## config.mk

```make
export PLATFORM = sky130hd
export DESIGN_NAME = ctmc_device_flat
export DESIGN_NICKNAME = d
export VERILOG_FILES = /design/src/ctmc_pkg.sv /design/src/ctmc_if.sv /design/src/ctmc_device.sv /design/src/flat_wrapper.sv
export VERILOG_INCLUDE_DIRS = /design/src
export SDC_FILE = /design/constraint.sdc
export NUM_CORES = 1
export LEC_CHECK = 0
export BUFFER_PORTS_ARGS = -buffer_cell sky130_fd_sc_hd__buf_2
export CAP_MARGIN = 25
export CORE_MARGIN = 2
export CORE_UTILIZATION = 55
export CTS_BUF_LIST = sky130_fd_sc_hd__clkbuf_16
export DETAILED_ROUTE_END_ITERATION = 7
export GPL_ROUTABILITY_DRIVEN = 0
export PLACE_DENSITY = 0.75
export SLEW_MARGIN = 10
export SYNTH_ARGS = -nofsm -noshare
export SYNTH_HDL_FRONTEND = slang
export SYNTH_SLANG_ARGS = --single-unit
```

## constraint.sdc

```tcl
create_clock -name clk_sys -period 1.9 [get_ports clk_sys]
set_input_delay 0.19 -clock clk_sys [delete_from_list [all_inputs] [get_ports clk_sys]]
set_output_delay 0.19 -clock clk_sys [all_outputs]
set_load 0.05 [all_outputs]
```

## src/ctmc_defines.svh

```systemverilog
// Timing counts and counter width shared by both ends of the mode-control link.
// Assumes a 10 MHz system clock on both ends.
`ifndef CTMC_DEFINES_SVH
`define CTMC_DEFINES_SVH
// ****************************************
// Timing
// ****************************************
`define CTMC_CLK_NS            100
`define CTMC_UV_TIMEOUT_US     350
`define CTMC_UV_TIMEOUT_CYC    ((`CTMC_UV_TIMEOUT_US * 1000) / `CTMC_CLK_NS)
`define CTMC_SWE_TIMEOUT_MS    4
`define CTMC_SWE_TIMEOUT_CYC   ((`CTMC_SWE_TIMEOUT_MS * 1000000) / `CTMC_CLK_NS)
`define CTMC_SWE_TIMEOUT_US    (`CTMC_SWE_TIMEOUT_MS * 1000)
`define CTMC_GTS_DELAY_US      20
`define CTMC_GTS_DELAY_CYC     ((`CTMC_GTS_DELAY_US * 1000) / `CTMC_CLK_NS)
`define CTMC_MODE_HOLD_US      20
`define CTMC_MODE_HOLD_CYC     (((`CTMC_MODE_HOLD_US * 1000) + `CTMC_CLK_NS - 1) / `CTMC_CLK_NS)
`define CTMC_CNT_W             16
`endif

```

## src/ctmc_pkg.sv

```systemverilog
// Types shared by both ends of the transceiver mode controller.
// Assumes ctmc_defines.svh sits in the same folder.
package ctmc_pkg;
   // ****************************************
   // Modes
   // ****************************************
   typedef enum logic [2:0] {
      CTMC_NORMAL  = 3'h0,
      CTMC_SILENT  = 3'h1,
      CTMC_STANDBY = 3'h2,
      CTMC_GTS     = 3'h3,
      CTMC_SLEEP   = 3'h4,
      CTMC_OFF     = 3'h5
   } ctmc_mode_t;
   // Host requests
   typedef enum logic [2:0] {
      CTMC_REQ_NORMAL  = 3'h0,
      CTMC_REQ_SILENT  = 3'h1,
      CTMC_REQ_STANDBY = 3'h2,
      CTMC_REQ_SLEEP   = 3'h3,
      CTMC_REQ_SWE_NRM = 3'h4,
      CTMC_REQ_SWE_SIL = 3'h5
   } ctmc_req_t;
endpackage

```

## src/ctmc_if.sv

```systemverilog
// Pin bundle between host controller and transceiver mode controller.
// Assumes both ends share clk_sys; pins are plain levels.
`timescale 1ns/1ns
interface ctmc_if;
   logic mode_select;
   logic standby_control_pin;
   logic inhibit_mask_input;
   logic rxd;
   logic rxd_oe;
   modport device (input mode_select, input standby_control_pin, input inhibit_mask_input,
                   output rxd, output rxd_oe);
   modport host   (output mode_select, output standby_control_pin,
                   output inhibit_mask_input, input rxd, input rxd_oe);
endinterface

```

## src/ctmc_device.sv

```systemverilog
// Transceiver operating-mode controller (device end).
// Assumes pins from the host are asynchronous; supply monitors are levels.
`timescale 1ns/1ns
`include "ctmc_defines.svh"
module ctmc_device (
   input  wire logic             clk_sys,
   input  wire logic             rst_n,
   ctmc_if.device                pins,
   input  wire logic             bus_rx,
   input  wire logic             wake_event,
   input  wire logic             core_uv,
   input  wire logic             io_uv,
   input  wire logic             battery_undervoltage,
   output ctmc_pkg::ctmc_mode_t  mode,
   output logic                  driver_en,
   output logic                  receiver_en,
   output logic                  supply_enable_output,
   output logic                  supply_enable_oe,
   output logic                  inhibit_mask_r,
   output logic                  wake_request_flag
);
   import ctmc_pkg::*;
   localparam logic [`CTMC_CNT_W-1:0] UV_CYC  = `CTMC_CNT_W'(`CTMC_UV_TIMEOUT_CYC);
   localparam logic [`CTMC_CNT_W-1:0] GTS_CYC = `CTMC_CNT_W'(`CTMC_GTS_DELAY_CYC);
   localparam logic [15:0]            SWE_CYC = 16'(`CTMC_SWE_TIMEOUT_US);
   // ****************************************
   // Synchronisers
   // ****************************************
   logic [2:0] s1_r, s2_r, asy;
   logic       sel_d_r, stb_d_r;
   logic [2:0] sup1_r, sup2_r;
   logic [1:0] ev1_r, ev2_r;
   assign asy = {pins.mode_select, pins.standby_control_pin, pins.inhibit_mask_input};
   always_ff @(posedge clk_sys or negedge rst_n) begin
      if (!rst_n) begin
         s1_r   <= 3'h0;
         s2_r   <= 3'h0;
         sup1_r <= 3'h7;
         sup2_r <= 3'h7;
         ev1_r  <= 2'h2;
         ev2_r  <= 2'h2;
      end else begin
         s1_r   <= asy;
         s2_r   <= s1_r;
         sup1_r <= {core_uv, io_uv, battery_undervoltage};
         sup2_r <= sup1_r;
         ev1_r  <= {bus_rx, wake_event};
         ev2_r  <= ev1_r;
      end
   end
   logic bus_s, wake_s;
   assign {bus_s, wake_s} = ev2_r;
   logic sel, stb, msk, c_uv, i_uv, b_uv;
   assign {sel, stb, msk}    = s2_r;
   assign {c_uv, i_uv, b_uv} = sup2_r;
   always_ff @(posedge clk_sys or negedge rst_n) begin
      if (!rst_n) begin
         sel_d_r <= 1'b0;
         stb_d_r <= 1'b0;
      end else begin
         sel_d_r <= sel;
         stb_d_r <= stb;
      end
   end
   logic sel_rise, sel_fall, stb_rise;
   assign sel_rise = sel & ~sel_d_r;
   assign sel_fall = ~sel & sel_d_r;
   assign stb_rise = stb & ~stb_d_r;
   // ****************************************
   // Undervoltage timers
   // ****************************************
   logic                  c_arm_r, i_arm_r;
   logic [`CTMC_CNT_W-1:0] c_cnt_r, i_cnt_r;
   logic                  uv_expire;
   always_ff @(posedge clk_sys or negedge rst_n) begin
      if (!rst_n) begin
         c_arm_r <= 1'b0;
         i_arm_r <= 1'b0;
      end else begin
         if (!c_uv) c_arm_r <= 1'b1;
         if (!i_uv) i_arm_r <= 1'b1;
      end
   end
   always_ff @(posedge clk_sys or negedge rst_n) begin
      if (!rst_n) begin
         c_cnt_r <= '0;
         i_cnt_r <= '0;
      end else begin
         c_cnt_r <= (c_arm_r && c_uv && c_cnt_r != UV_CYC) ? c_cnt_r + 1'b1 :
                    (c_uv ? c_cnt_r : '0);
         i_cnt_r <= (i_arm_r && i_uv && i_cnt_r != UV_CYC) ? i_cnt_r + 1'b1 :
                    (i_uv ? i_cnt_r : '0);
      end
   end
   assign uv_expire = (c_cnt_r == UV_CYC) || (i_cnt_r == UV_CYC);
   // ****************************************
   // Failsafe timer (microsecond prescaled)
   // ****************************************
   logic [3:0]  pre_r;
   logic [15:0] swe_r;
   logic        swe_run_r, swe_exp;
   always_ff @(posedge clk_sys or negedge rst_n) begin
      if (!rst_n) begin
         pre_r <= 4'h0;
      end else begin
         pre_r <= (pre_r == 4'h9) ? 4'h0 : pre_r + 4'h1;
      end
   end
   assign swe_exp = swe_run_r && (swe_r == SWE_CYC);
   // ****************************************
   // Mode machine
   // ****************************************
   ctmc_mode_t mode_r;
   logic       swe_sleep_r, armed_r, gts_done;
   logic [`CTMC_CNT_W-1:0] gts_r;
   assign gts_done = (gts_r == GTS_CYC);
   always_ff @(posedge clk_sys or negedge rst_n) begin
      if (!rst_n) begin
         mode_r      <= CTMC_STANDBY;
         swe_sleep_r <= 1'b0;
         armed_r     <= 1'b0;
      end else if (b_uv) begin
         mode_r <= CTMC_OFF;
      end else begin
         unique case (mode_r)
            CTMC_OFF: mode_r <= CTMC_STANDBY;
            CTMC_NORMAL, CTMC_SILENT, CTMC_STANDBY: begin
               if (uv_expire) begin
                  mode_r      <= CTMC_SLEEP;
                  swe_sleep_r <= 1'b0;
               end else if (swe_exp) begin
                  mode_r      <= CTMC_SLEEP;
                  swe_sleep_r <= 1'b1;
                  armed_r     <= ~stb;
               end else if (i_uv) begin
                  mode_r <= CTMC_STANDBY;
               end else if (stb) begin
                  mode_r <= sel ? CTMC_NORMAL : CTMC_SILENT;
               end else begin
                  mode_r <= sel ? CTMC_GTS : CTMC_STANDBY;
               end
            end
            CTMC_GTS: begin
               if (stb) mode_r <= sel ? CTMC_NORMAL : CTMC_SILENT;
               else if (!sel) mode_r <= CTMC_STANDBY;
               else if (gts_done) begin
                  mode_r      <= CTMC_SLEEP;
                  swe_sleep_r <= 1'b0;
               end
            end
            CTMC_SLEEP: begin
               if (wake_s) begin
                  mode_r <= CTMC_STANDBY;
               end else if (!i_uv) begin
                  if (!swe_sleep_r) begin
                     if (stb_rise) mode_r <= sel ? CTMC_NORMAL : CTMC_SILENT;
                  end else begin
                     if (!stb && (sel_rise || sel_fall)) armed_r <= 1'b1;
                     if (stb && stb_d_r && armed_r && sel_rise) mode_r <= CTMC_NORMAL;
                     if (stb && stb_d_r && armed_r && sel_fall) mode_r <= CTMC_SILENT;
                  end
               end
            end
            default: mode_r <= CTMC_OFF;
         endcase
      end
   end
   always_ff @(posedge clk_sys or negedge rst_n) begin
      if (!rst_n) begin
         gts_r <= '0;
      end else begin
         gts_r <= (mode_r == CTMC_GTS && !gts_done) ? gts_r + 1'b1 :
                  (mode_r == CTMC_GTS ? gts_r : '0);
      end
   end
   always_ff @(posedge clk_sys or negedge rst_n) begin
      if (!rst_n) begin
         swe_run_r <= 1'b0;
         swe_r     <= 16'h0000;
      end else if (mode_r == CTMC_NORMAL || mode_r == CTMC_SLEEP || mode_r == CTMC_OFF) begin
         swe_run_r <= 1'b0;
         swe_r     <= 16'h0000;
      end else if (mode_r == CTMC_STANDBY) begin
         swe_run_r <= 1'b1;
         if (pre_r == 4'h9 && swe_r != SWE_CYC) swe_r <= swe_r + 16'h0001;
      end else if (swe_run_r && pre_r == 4'h9 && swe_r != SWE_CYC) begin
         swe_r <= swe_r + 16'h0001;
      end
   end
   // ****************************************
   // Inhibit mask and outputs
   // ****************************************
   always_ff @(posedge clk_sys or negedge rst_n) begin
      if (!rst_n) begin
         inhibit_mask_r <= 1'b0;
      end else if (b_uv) begin
         inhibit_mask_r <= 1'b0;
      end else if (mode_r == CTMC_SILENT) begin
         inhibit_mask_r <= msk;
      end
   end
   always_ff @(posedge clk_sys or negedge rst_n) begin
      if (!rst_n) begin
         wake_request_flag <= 1'b0;
      end else if (mode_r == CTMC_NORMAL || b_uv) begin
         wake_request_flag <= 1'b0;
      end else if (wake_s) begin
         wake_request_flag <= 1'b1;
      end
   end
   always_ff @(posedge clk_sys or negedge rst_n) begin
      if (!rst_n) begin
         mode                 <= CTMC_STANDBY;
         driver_en            <= 1'b0;
         receiver_en          <= 1'b0;
         supply_enable_output <= 1'b0;
         supply_enable_oe     <= 1'b0;
         pins.rxd             <= 1'b1;
         pins.rxd_oe          <= 1'b0;
      end else begin
         mode                 <= mode_r;
         driver_en            <= (mode_r == CTMC_NORMAL);
         receiver_en          <= (mode_r == CTMC_NORMAL || mode_r == CTMC_SILENT);
         supply_enable_output <= ~inhibit_mask_r;
         supply_enable_oe     <= ~(mode_r == CTMC_SLEEP || mode_r == CTMC_OFF);
         pins.rxd_oe          <= ~(mode_r == CTMC_OFF || i_uv);
         pins.rxd             <= (mode_r == CTMC_NORMAL || mode_r == CTMC_SILENT) ? bus_s :
                                 ~wake_request_flag;
      end
   end
endmodule // ctmc_device

```

## src/flat_wrapper.sv

```systemverilog
// flat-port wrapper written by rule: the top's interface ports become plain ports
module ctmc_device_flat import ctmc_pkg::*;
  (clk_sys, rst_n, bus_rx, wake_event, core_uv, io_uv, battery_undervoltage, mode, driver_en, receiver_en, supply_enable_output, supply_enable_oe, inhibit_mask_r, wake_request_flag, pins_mode_select, pins_standby_control_pin, pins_inhibit_mask_input, pins_rxd, pins_rxd_oe);
  ctmc_if pins_i ();
  input  wire logic clk_sys;
  input  wire logic rst_n;
  input  wire logic bus_rx;
  input  wire logic wake_event;
  input  wire logic core_uv;
  input  wire logic io_uv;
  input  wire logic battery_undervoltage;
  output ctmc_pkg::ctmc_mode_t mode;
  output logic driver_en;
  output logic receiver_en;
  output logic supply_enable_output;
  output logic supply_enable_oe;
  output logic inhibit_mask_r;
  output logic wake_request_flag;
  input wire logic [$bits(pins_i.mode_select)-1:0] pins_mode_select;
  input wire logic [$bits(pins_i.standby_control_pin)-1:0] pins_standby_control_pin;
  input wire logic [$bits(pins_i.inhibit_mask_input)-1:0] pins_inhibit_mask_input;
  output wire logic [$bits(pins_i.rxd)-1:0] pins_rxd;
  output wire logic [$bits(pins_i.rxd_oe)-1:0] pins_rxd_oe;
  assign pins_i.mode_select = pins_mode_select;
  assign pins_i.standby_control_pin = pins_standby_control_pin;
  assign pins_i.inhibit_mask_input = pins_inhibit_mask_input;
  assign pins_rxd = pins_i.rxd;
  assign pins_rxd_oe = pins_i.rxd_oe;
  ctmc_device u_core (.clk_sys(clk_sys), .rst_n(rst_n), .pins(pins_i), .bus_rx(bus_rx), .wake_event(wake_event), .core_uv(core_uv), .io_uv(io_uv), .battery_undervoltage(battery_undervoltage), .mode(mode), .driver_en(driver_en), .receiver_en(receiver_en), .supply_enable_output(supply_enable_output), .supply_enable_oe(supply_enable_oe), .inhibit_mask_r(inhibit_mask_r), .wake_request_flag(wake_request_flag));
endmodule
```

After elaboration in Yosys (flattened, before gate mapping)
Cells that the tools add are included.

Input bits: 10. Bits in registers: 105. Logic and storage cells: 160. Output and inout port bits: 11.

Muxes and demuxes: 48. Reduce and logical (&&, ||, !) cells: 36. Equal/unequal tests: 31. Bitwise gates (word level): 12. Add/subtract/negate cells: 5.

Operators with widths (count): 16-bit 2-to-1 mux (10); 16-bit by 1-bit adder with 16-bit output, second input constant (4); 16-bit by 12-bit equality test with 1-bit output, second input constant (3); 16-bit by 12-bit != test with 1-bit output, second input constant (3); 3-bit 2-to-1 mux (14); 1-bit 2-to-1 mux (20); 16-bit by 8-bit equality test with 1-bit output, second input constant (1); 1-bit logical AND (14); 2-bit != test, second input constant (7); 3-bit one-hot mux with 4 select lines (1); 2-bit by 1-bit != test with 1-bit output, second input constant (5); 2-bit nonzero test (5); 1-bit NOT (9); 1-bit logical OR (8); 8-bit AND reduction (1); 3-bit by 2-bit equality test with 1-bit output, second input constant (2); 3-bit equality test, second input constant (2); 6-bit by 4-bit != test with 1-bit output, second input constant (1); 6-bit AND reduction (1); 5-bit by 1-bit != test with 1-bit output, second input constant (1); 5-bit != test, second input constant (1); 4-bit by 1-bit adder with 4-bit output, second input constant (1); 4-bit equality test, second input constant (1); 4-bit 2-to-1 mux (1); 12 further kinds (16).

Depth between registers and ports, before layout
Gate-level depths: netlist of the first run.

Depth in word-level cells: 10. Gate-level depth with buffers: 9. Depth with buffers taken out: 8.

Worst setup path before layout of the first run
No wires, ideal clock.

Path type: register to register. From: reg u_core.i_cnt_r[0]. To: reg u_core.armed_r. Buffers on the path: 0. Setup time: 0.123 ns. Stages on the path, launching flop included: 9. Slack: 0.091 ns. Data arrival time: 1.686 ns. Required time: 1.777 ns. Clock period less this slack: 1.809 ns. Cell sequence: dfrtp_1 inv_1 ha_1 nor2b_1 nand4_2 nor4b_4 or2_2 or3_1 o221a_1.

Longest elaborated chain between the ends: 4.

Ends and longest elaborated chain: start, declared (line ctmc_device.sv:73) `` logic [`CTMC_CNT_W-1:0] c_cnt_r, i_cnt_r; ``; start signal, assigned (line ctmc_device.sv:91) `i_cnt_r <= (i_arm_r && i_uv && i_cnt_r != UV_CYC) ? i_cnt_r + 1'b1 :`; 16-bit by 12-bit equality test with 1-bit output (line ctmc_device.sv:95) `assign uv_expire = (c_cnt_r == UV_CYC) || (i_cnt_r == UV_CYC);`; 1-bit logical OR (line ctmc_device.sv:95); 2-bit != test (no line); 8-bit AND reduction (no line); end signal, assigned (line ctmc_device.sv:134) `armed_r <= ~stb;`; end, declared (line ctmc_device.sv:114) `logic swe_sleep_r, armed_r, gts_done;`.

Every way passes these cells. A chain may end at the register's enable or synchronous reset.

Final worst setup path of the first run
Ends and elaborated chain as after synthesis.

==> results.json, run 1 <==
{
  "status": "finished with violations",
  "violations": "setup timing",
  "cts.sinks": 105,
  "dp_slack_ps": -73.1,
  "synth_area_per_cell_sq_um": 10.4,
  "synth_compound_area_share_pct": 6.30,
  "die_area_sq_mm": 0.00972,
  "clk_pin_slew_worst_paths_ps": 70,
  "cap_violations": 0,
  "start_util_pct": 56.4,
  "synth_flop_cell": "dfrtp_1",
  "fin_skew_ps": 5.10,
  "layout-drive-gt1-share_pct": 16.9,
  "regArea_sq_mm": 0.00264,
  "multiInputGateArea_sq_mm": 0.00223,
  "synth_edf_count": 0,
  "h-tree-depth": 3,
  "clock_path_buffers": 2,
  "ioPinCount": 21,
  "wl_mm": 9.17,
  "ant_nets": 0,
  "ys_ff_latch": 105,
  "drc_errors": 0,
  "post-place-cells": 615,
  "numCtsBuffers": 9,
  "fp.dieH_um": 98.6,
  "ys_seq_area_share_pct": 53.7,
  "grt_pass1_vias": 3482,
  "cp_data_required_time_ps": 2130,
  "cp_max_fo": 6,
  "vias": 3507,
  "path_class": "flip-flop to flip-flop",
  "row_count": 34,
  "stdcell_count": 641,
  "power-per-cell-area_mw_per_mm2": 838,
  "synthSimpleGateAreaFrac_pct": 24.3,
  "vias_per_cell": 5.47,
  "core_area_sq_mm": 0.00872,
  "antenna_found_initial": 0,
  "fin_crit_ps": 1900,
  "final_cell_mix": "93 x dfrtp_1, 52 x nor2_1, 35 x nand2_1, 30 x xnor2_1, 28 x nand3_1",
  "rsz0062_at_grt": "true",
  "synthArstFlopShare_pct": 100,
  "place_hpwl_mm": 6.15,
  "dieWidth_um": 98.6,
  "p_leak_nw": 2.54,
  "synthXorXnorAreaFrac_pct": 9.25,
  "yosys_warnings": 0,
  "drtPass1Iterations": 4,
  "port_buffers": 20,
  "final_common_cell": "dfrtp_1",
  "wl_per_cell_um": 14.3,
  "track_usage_pct": 20.1,
  "grt_max_degree": 106,
  "p_total_mw": 4.84,
  "finalWorstSetupSlack_ps": -3.85,
  "synth_area_sq_mm": 0.00492,
  "postLayoutCellArea_sq_mm": 0.00577,
  "cp.arrival_ps": 2130,
  "finalSetupViolations": 1,
  "fin_util_pct": 66.2,
  "dpl_cell_area_sq_mm": 0.00531,
  "muxShareOfSynthArea_pct": 0.610,
  "syn2layout_area_growth_pct": 17.2,
  "clk_latency_ps": 340,
  "hold_path_class": "flip-flop to flip-flop",
  "nFillCells": 697,
  "cts_tree": "yes",
  "synth_top_family_by_area": "simple AND/OR/NAND/NOR gates",
  "ys_types": 52,
  "hold_violations": 0,
  "slew_headroom_pct": 63.9,
  "finalNetCount": 551,
  "crit_path_start_kind": "flip-flop",
  "irDropWorstVdd_mv": 0.515,
  "cts_root_buf": "clkbuf_16",
  "drt_iter0_markers": 122,
  "syn-num-nets": 497,
  "fmax_mhz": 525,
  "overflow": 0,
  "slew_violations": 0,
  "synthCells": 474,
  "finalCritPeriodShare_pct": 100,
  "tightest_slew_ps": 541,
  "synthAdderAreaFrac_pct": 3.30,
  "diodes": 0,
  "grt_pass1_wl_mm": 15.9,
  "endpoint_kind": "flip-flop"
}
cells in the mapped netlist (all sizes together) (2+ instances only):
cell	instances	share of area, %
and3	13	1.7
nor4b	4	1.0
and2	24	3.1
o211ai	3	0.46
a31oi	3	0.38
buf	2	0.20
nand2b	8	1.0
nand3b	2	0.30
and4	3	0.53
nor3	10	1.0
nor4	8	1.4
nor3b	3	0.46
nand2	35	2.7
nor2b	4	0.51
clkbuf	9	0.69
or3	5	0.64
dfstp	11	5.9
a21boi	4	0.61
inv	22	1.7
xnor2	30	5.3
or2	2	0.25
xor2	22	3.9
nand4	14	1.9
nand4b	2	0.36
dfrtp	94	48
mux2i	3	0.61
nand3	28	2.8
ha	13	3.3
o21ai	12	1.2
o31ai	2	0.30
nor4bb	2	0.41
a21oi	12	1.3
nor2	53	4.0
worst max-delay path: stages, from the launching register on:
cell	delay, ps
dfrtp_1	340
inv_1	50
ha_1	190
nor2b_2	150
nand4_2	100
nor4b_4	60
buf_6	140
or2_4	240
or3_1	320
o221a_1	210
repair_timing:
action	4_1_cts	5_1_grt
endpoints found under the hold margin	102	0
resized for setup	4	14
pin swaps	1	2
hold buffers	9	0
setup endpoints to repair	3	12
buffers inserted	1	1
metal layers:
layer / track usage [%] / wire length (um) / vias up
met1: 26.7 / 4300 / 1721
met2: 32.5 / 4440 / 48
met3: 3.83 / 223 / 19
li1: - / - / 1719
met5: 0 / 0 / -
met4: 8.54 / 195 / 0
power breakdown:
part,leakage [nW],switching (mW),total (mW),internal (mW)
combinational,1.04,0.443,0.633,0.189
sequential,1.36,0.0652,2.41,2.34
clock,0.140,0.789,1.80,1.01
total,2.54,1.30,4.84,3.54
registers in the layout, indices dropped and copies added, names as in the netlist, 3 cells and up:
signal / cells
u_core.i_cnt_r: 16
u_core.s1_r: 3
u_core.c_cnt_r: 16
u_core.swe_r: 16
u_core.s2_r: 3
u_core.mode_r: 3
u_core.pre_r: 4
u_core.sup2_r: 3
u_core.gts_r: 16
u_core.mode: 3
u_core.sup1_r: 3
cells by family after synthesis:
family	after synthesis
simple gates	221
flops	105
xor+xnor	52
compound gates	47
buf+inv	33
fa+ha+maj	13
mux	3
worst paths after layout:
check,start,end,slack (ps),depth (start not counted)
worst max-delay path,u_core.i_cnt_r[0],u_core.armed_r,-4,9
worst min-delay path,u_core.s1_r[2],u_core.s2_r[2],350,0
worst max register to register,u_core.i_cnt_r[0],u_core.armed_r,-4,9
worst min register to register,u_core.s1_r[2],u_core.s2_r[2],350,0
max in group asynchronous,rst_n,u_core.s2_r[2],1020,3
min in group asynchronous,rst_n,u_core.i_cnt_r[15],430,3
per-stage QoR:
| step | hold WS (ps) | TNS, ps |
|---|---|---|
| 2_1_floorplan | -106 | 0 |
| 3_5_place_dp | 296 | -73.1 |
| 3_3_place_gp | 296 | -6.44 |
| 5_1_grt | 358 | -402 |
| 6_report | 352 | -3.85 |
| 4_1_cts | 357 | -38.2 |
cell type report:
type | instances | share of cell area [%]
Sequential cell | 105 | 45.8
Clock buffer | 9 | 3.90
Tap cell | 108 | 2.34
Inverter | 22 | 1.43
Clock inverter | 7 | 1.06
Multi-Input combinational cell | 336 | 38.6
Timing Repair Buffer | 54 | 6.87
Power figures use the tool's default switching activity.
==> inputs of run 2 (changes only) <==
GPL_TIMING_DRIVEN = 0   (was default)
==> run 2 against run 1 <==
The flow still finishes with violations (setup timing). Flip-flop and latch count is the same. Wire length increased by 2.9%. Final area is 0.35% higher. Clock-buffer cell count unchanged. Sequential share of layout area fell by 0.18 points. Worst hold slack got worse by 2.3 ps. Critical path depth is the same. Maximum frequency decreased by 2.3%. First-iteration DRC count rose by 4.1%. Clock skew up 2.3 ps. Combinational power up 3.9%. Sequential power hardly changed. Critical endpoint unchanged. Highest routed layer unchanged.
==> results.json, run 2 (synthesized netlist as in run 1, its figures left out) <==
{
  "status": "finished with violations",
  "violations": "setup timing",
  "layout-drive-gt1-share_pct": 15.7,
  "critPathTopFamily": "simple AND/OR/NAND/NOR gates",
  "overflow": 0,
  "cpMaxStageDelayCell": "dfrtp_1",
  "slew_violations": 0,
  "r2r_setup_slack_ps": -50,
  "dieWidth_um": 98.6,
  "cts_root_buf": "clkbuf_16",
  "r2r_end": "u_core.armed_r",
  "grt_max_degree": 56,
  "p_leak_nw": 2.52,
  "ant_nets": 0,
  "crit_path_start_kind": "flip-flop",
  "antenna_found_initial": 0,
  "rr_startpoint": "u_core.i_cnt_r[1]",
  "clk_latency_ps": 340,
  "hold_path_class": "flip-flop to flip-flop",
  "grt_pass1_vias": 3533,
  "fmax_mhz": 513,
  "hold_violations": 0,
  "rsz0062_at_grt": "true",
  "finalNetCount": 547,
  "hold_depth": 0,
  "drtPass1Iterations": 4,
  "numCtsBuffers": 9,
  "clk_pin_slew_worst_paths_ps": 70,
  "die_area_sq_mm": 0.00972,
  "track_usage_pct": 20.9,
  "port_buffers": 20,
  "wl_per_cell_um": 14.8,
  "setup_tns_ps": -48.6,
  "finalSetupViolations": 1,
  "fp.dieH_um": 98.6,
  "reg2reg_depth": 9,
  "postLayoutCellArea_sq_mm": 0.00579,
  "hold_end": "u_core.s2_r[1]",
  "finalWorstSetupSlack_ps": -48.6,
  "dpl_cell_area_sq_mm": 0.00519,
  "cp_data_required_time_ps": 2130,
  "holdWs_ps": 350,
  "vias": 3529,
  "row_count": 34,
  "drc_errors": 0,
  "drt_iter0_markers": 127,
  "cts.sinks": 105,
  "core_area_sq_mm": 0.00872,
  "path_class": "flip-flop to flip-flop",
  "critPathBufInv": 2,
  "cts_tree": "yes",
  "cp_max_fo": 7,
  "worstHoldStart": "u_core.s1_r[1]",
  "clock_path_buffers": 2,
  "fin_crit_ps": 1950,
  "place_hpwl_mm": 6.33,
  "start_util_pct": 56.4,
  "tightest_slew_ps": 494,
  "irDropWorstVdd_mv": 0.502,
  "cap_violations": 0,
  "ioPinCount": 21,
  "final_cell_mix": "94 x dfrtp_1, 53 x nor2_1, 35 x nand2_1, 30 x xnor2_1, 27 x nand3_1",
  "vias_per_cell": 5.54,
  "finalCritPeriodShare_pct": 103,
  "endpoint_kind": "flip-flop",
  "final_common_cell": "dfrtp_1",
  "diodes": 0,
  "cp.arrival_ps": 2180,
  "fin_skew_ps": 7.41,
  "h-tree-depth": 3,
  "power-per-cell-area_mw_per_mm2": 870,
  "fin_util_pct": 66.4,
  "syn2layout_area_growth_pct": 17.6,
  "cpPeakStageDelay_ps": 370,
  "slew_headroom_pct": 67.1,
  "crit_chain": "inv_1, ha_1, nor2b_4, nand4_2, nor4b_4, buf_6, or2_4, or3_1, o221a_1",
  "wl_mm": 9.43,
  "grt_pass1_wl_mm": 16.6
}
[run 2: how the worst max path moves through the flow]
stage	to	start	depth (start not counted)	slack [ps]
2_1_floorplan	u_core.armed_r	u_core.i_cnt_r[0]	8	90
3_3_place_gp	u_core.swe_r[7]	rst_n	1	-460
3_5_place_dp	u_core.mode_r[1]	u_core.gts_r[0]	8	-260
4_1_cts	u_core.armed_r	u_core.i_cnt_r[0]	9	-20
5_1_grt	u_core.armed_r	u_core.i_cnt_r[0]	9	-100
6_report	u_core.armed_r	u_core.i_cnt_r[1]	9	-50
[run 2: where the power goes]
group	internal, mW	switching, mW
Sequential	2.34	0.0761
Clock	1.16	0.809
Combinational	0.196	0.462
[run 2: area by class of cell]
class	count	area, sq um
Fill cell	676	2930
Clock buffer	9	225
Buffer	9	37.5
Clock inverter	7	95.1
Timing Repair Buffer	41	314
Multi-Input combinational cell	336	2260
Tap cell	108	135
Inverter	22	82.6
Sequential cell	105	2640
[run 2: timing repair]
item                                    4_1_cts  5_1_grt
hold buffers                                  9        0
endpoints found under the setup margin       10       18
gates cloned                                  0        0
resized for setup                             6       21
buffers inserted                              4        7
pin swaps                                     2        8
hold endpoints to repair                     53        0
[run 2: per-layer routing]
layer  track usage [%]  wire (um)  vias up  share of wire (%)
met4              5.48        136        0                1.4
met2              34.1       4540       46                 48
li1                  -          -     1721                  -
met3              4.68        273       16                2.9
met1              28.6       4480     1746                 48
met5                 0          0        -                  0
[run 2: through the flow]
stage	setup slack (ps)	total power, mW	cells
CTS	-23.3	5.03	630
finish	-48.6	5.04	637
detailed placement	-262	3.03	603
global route	-105	5.25	637
global placement	-462	3.01	602
floorplan	90.6	2.84	474
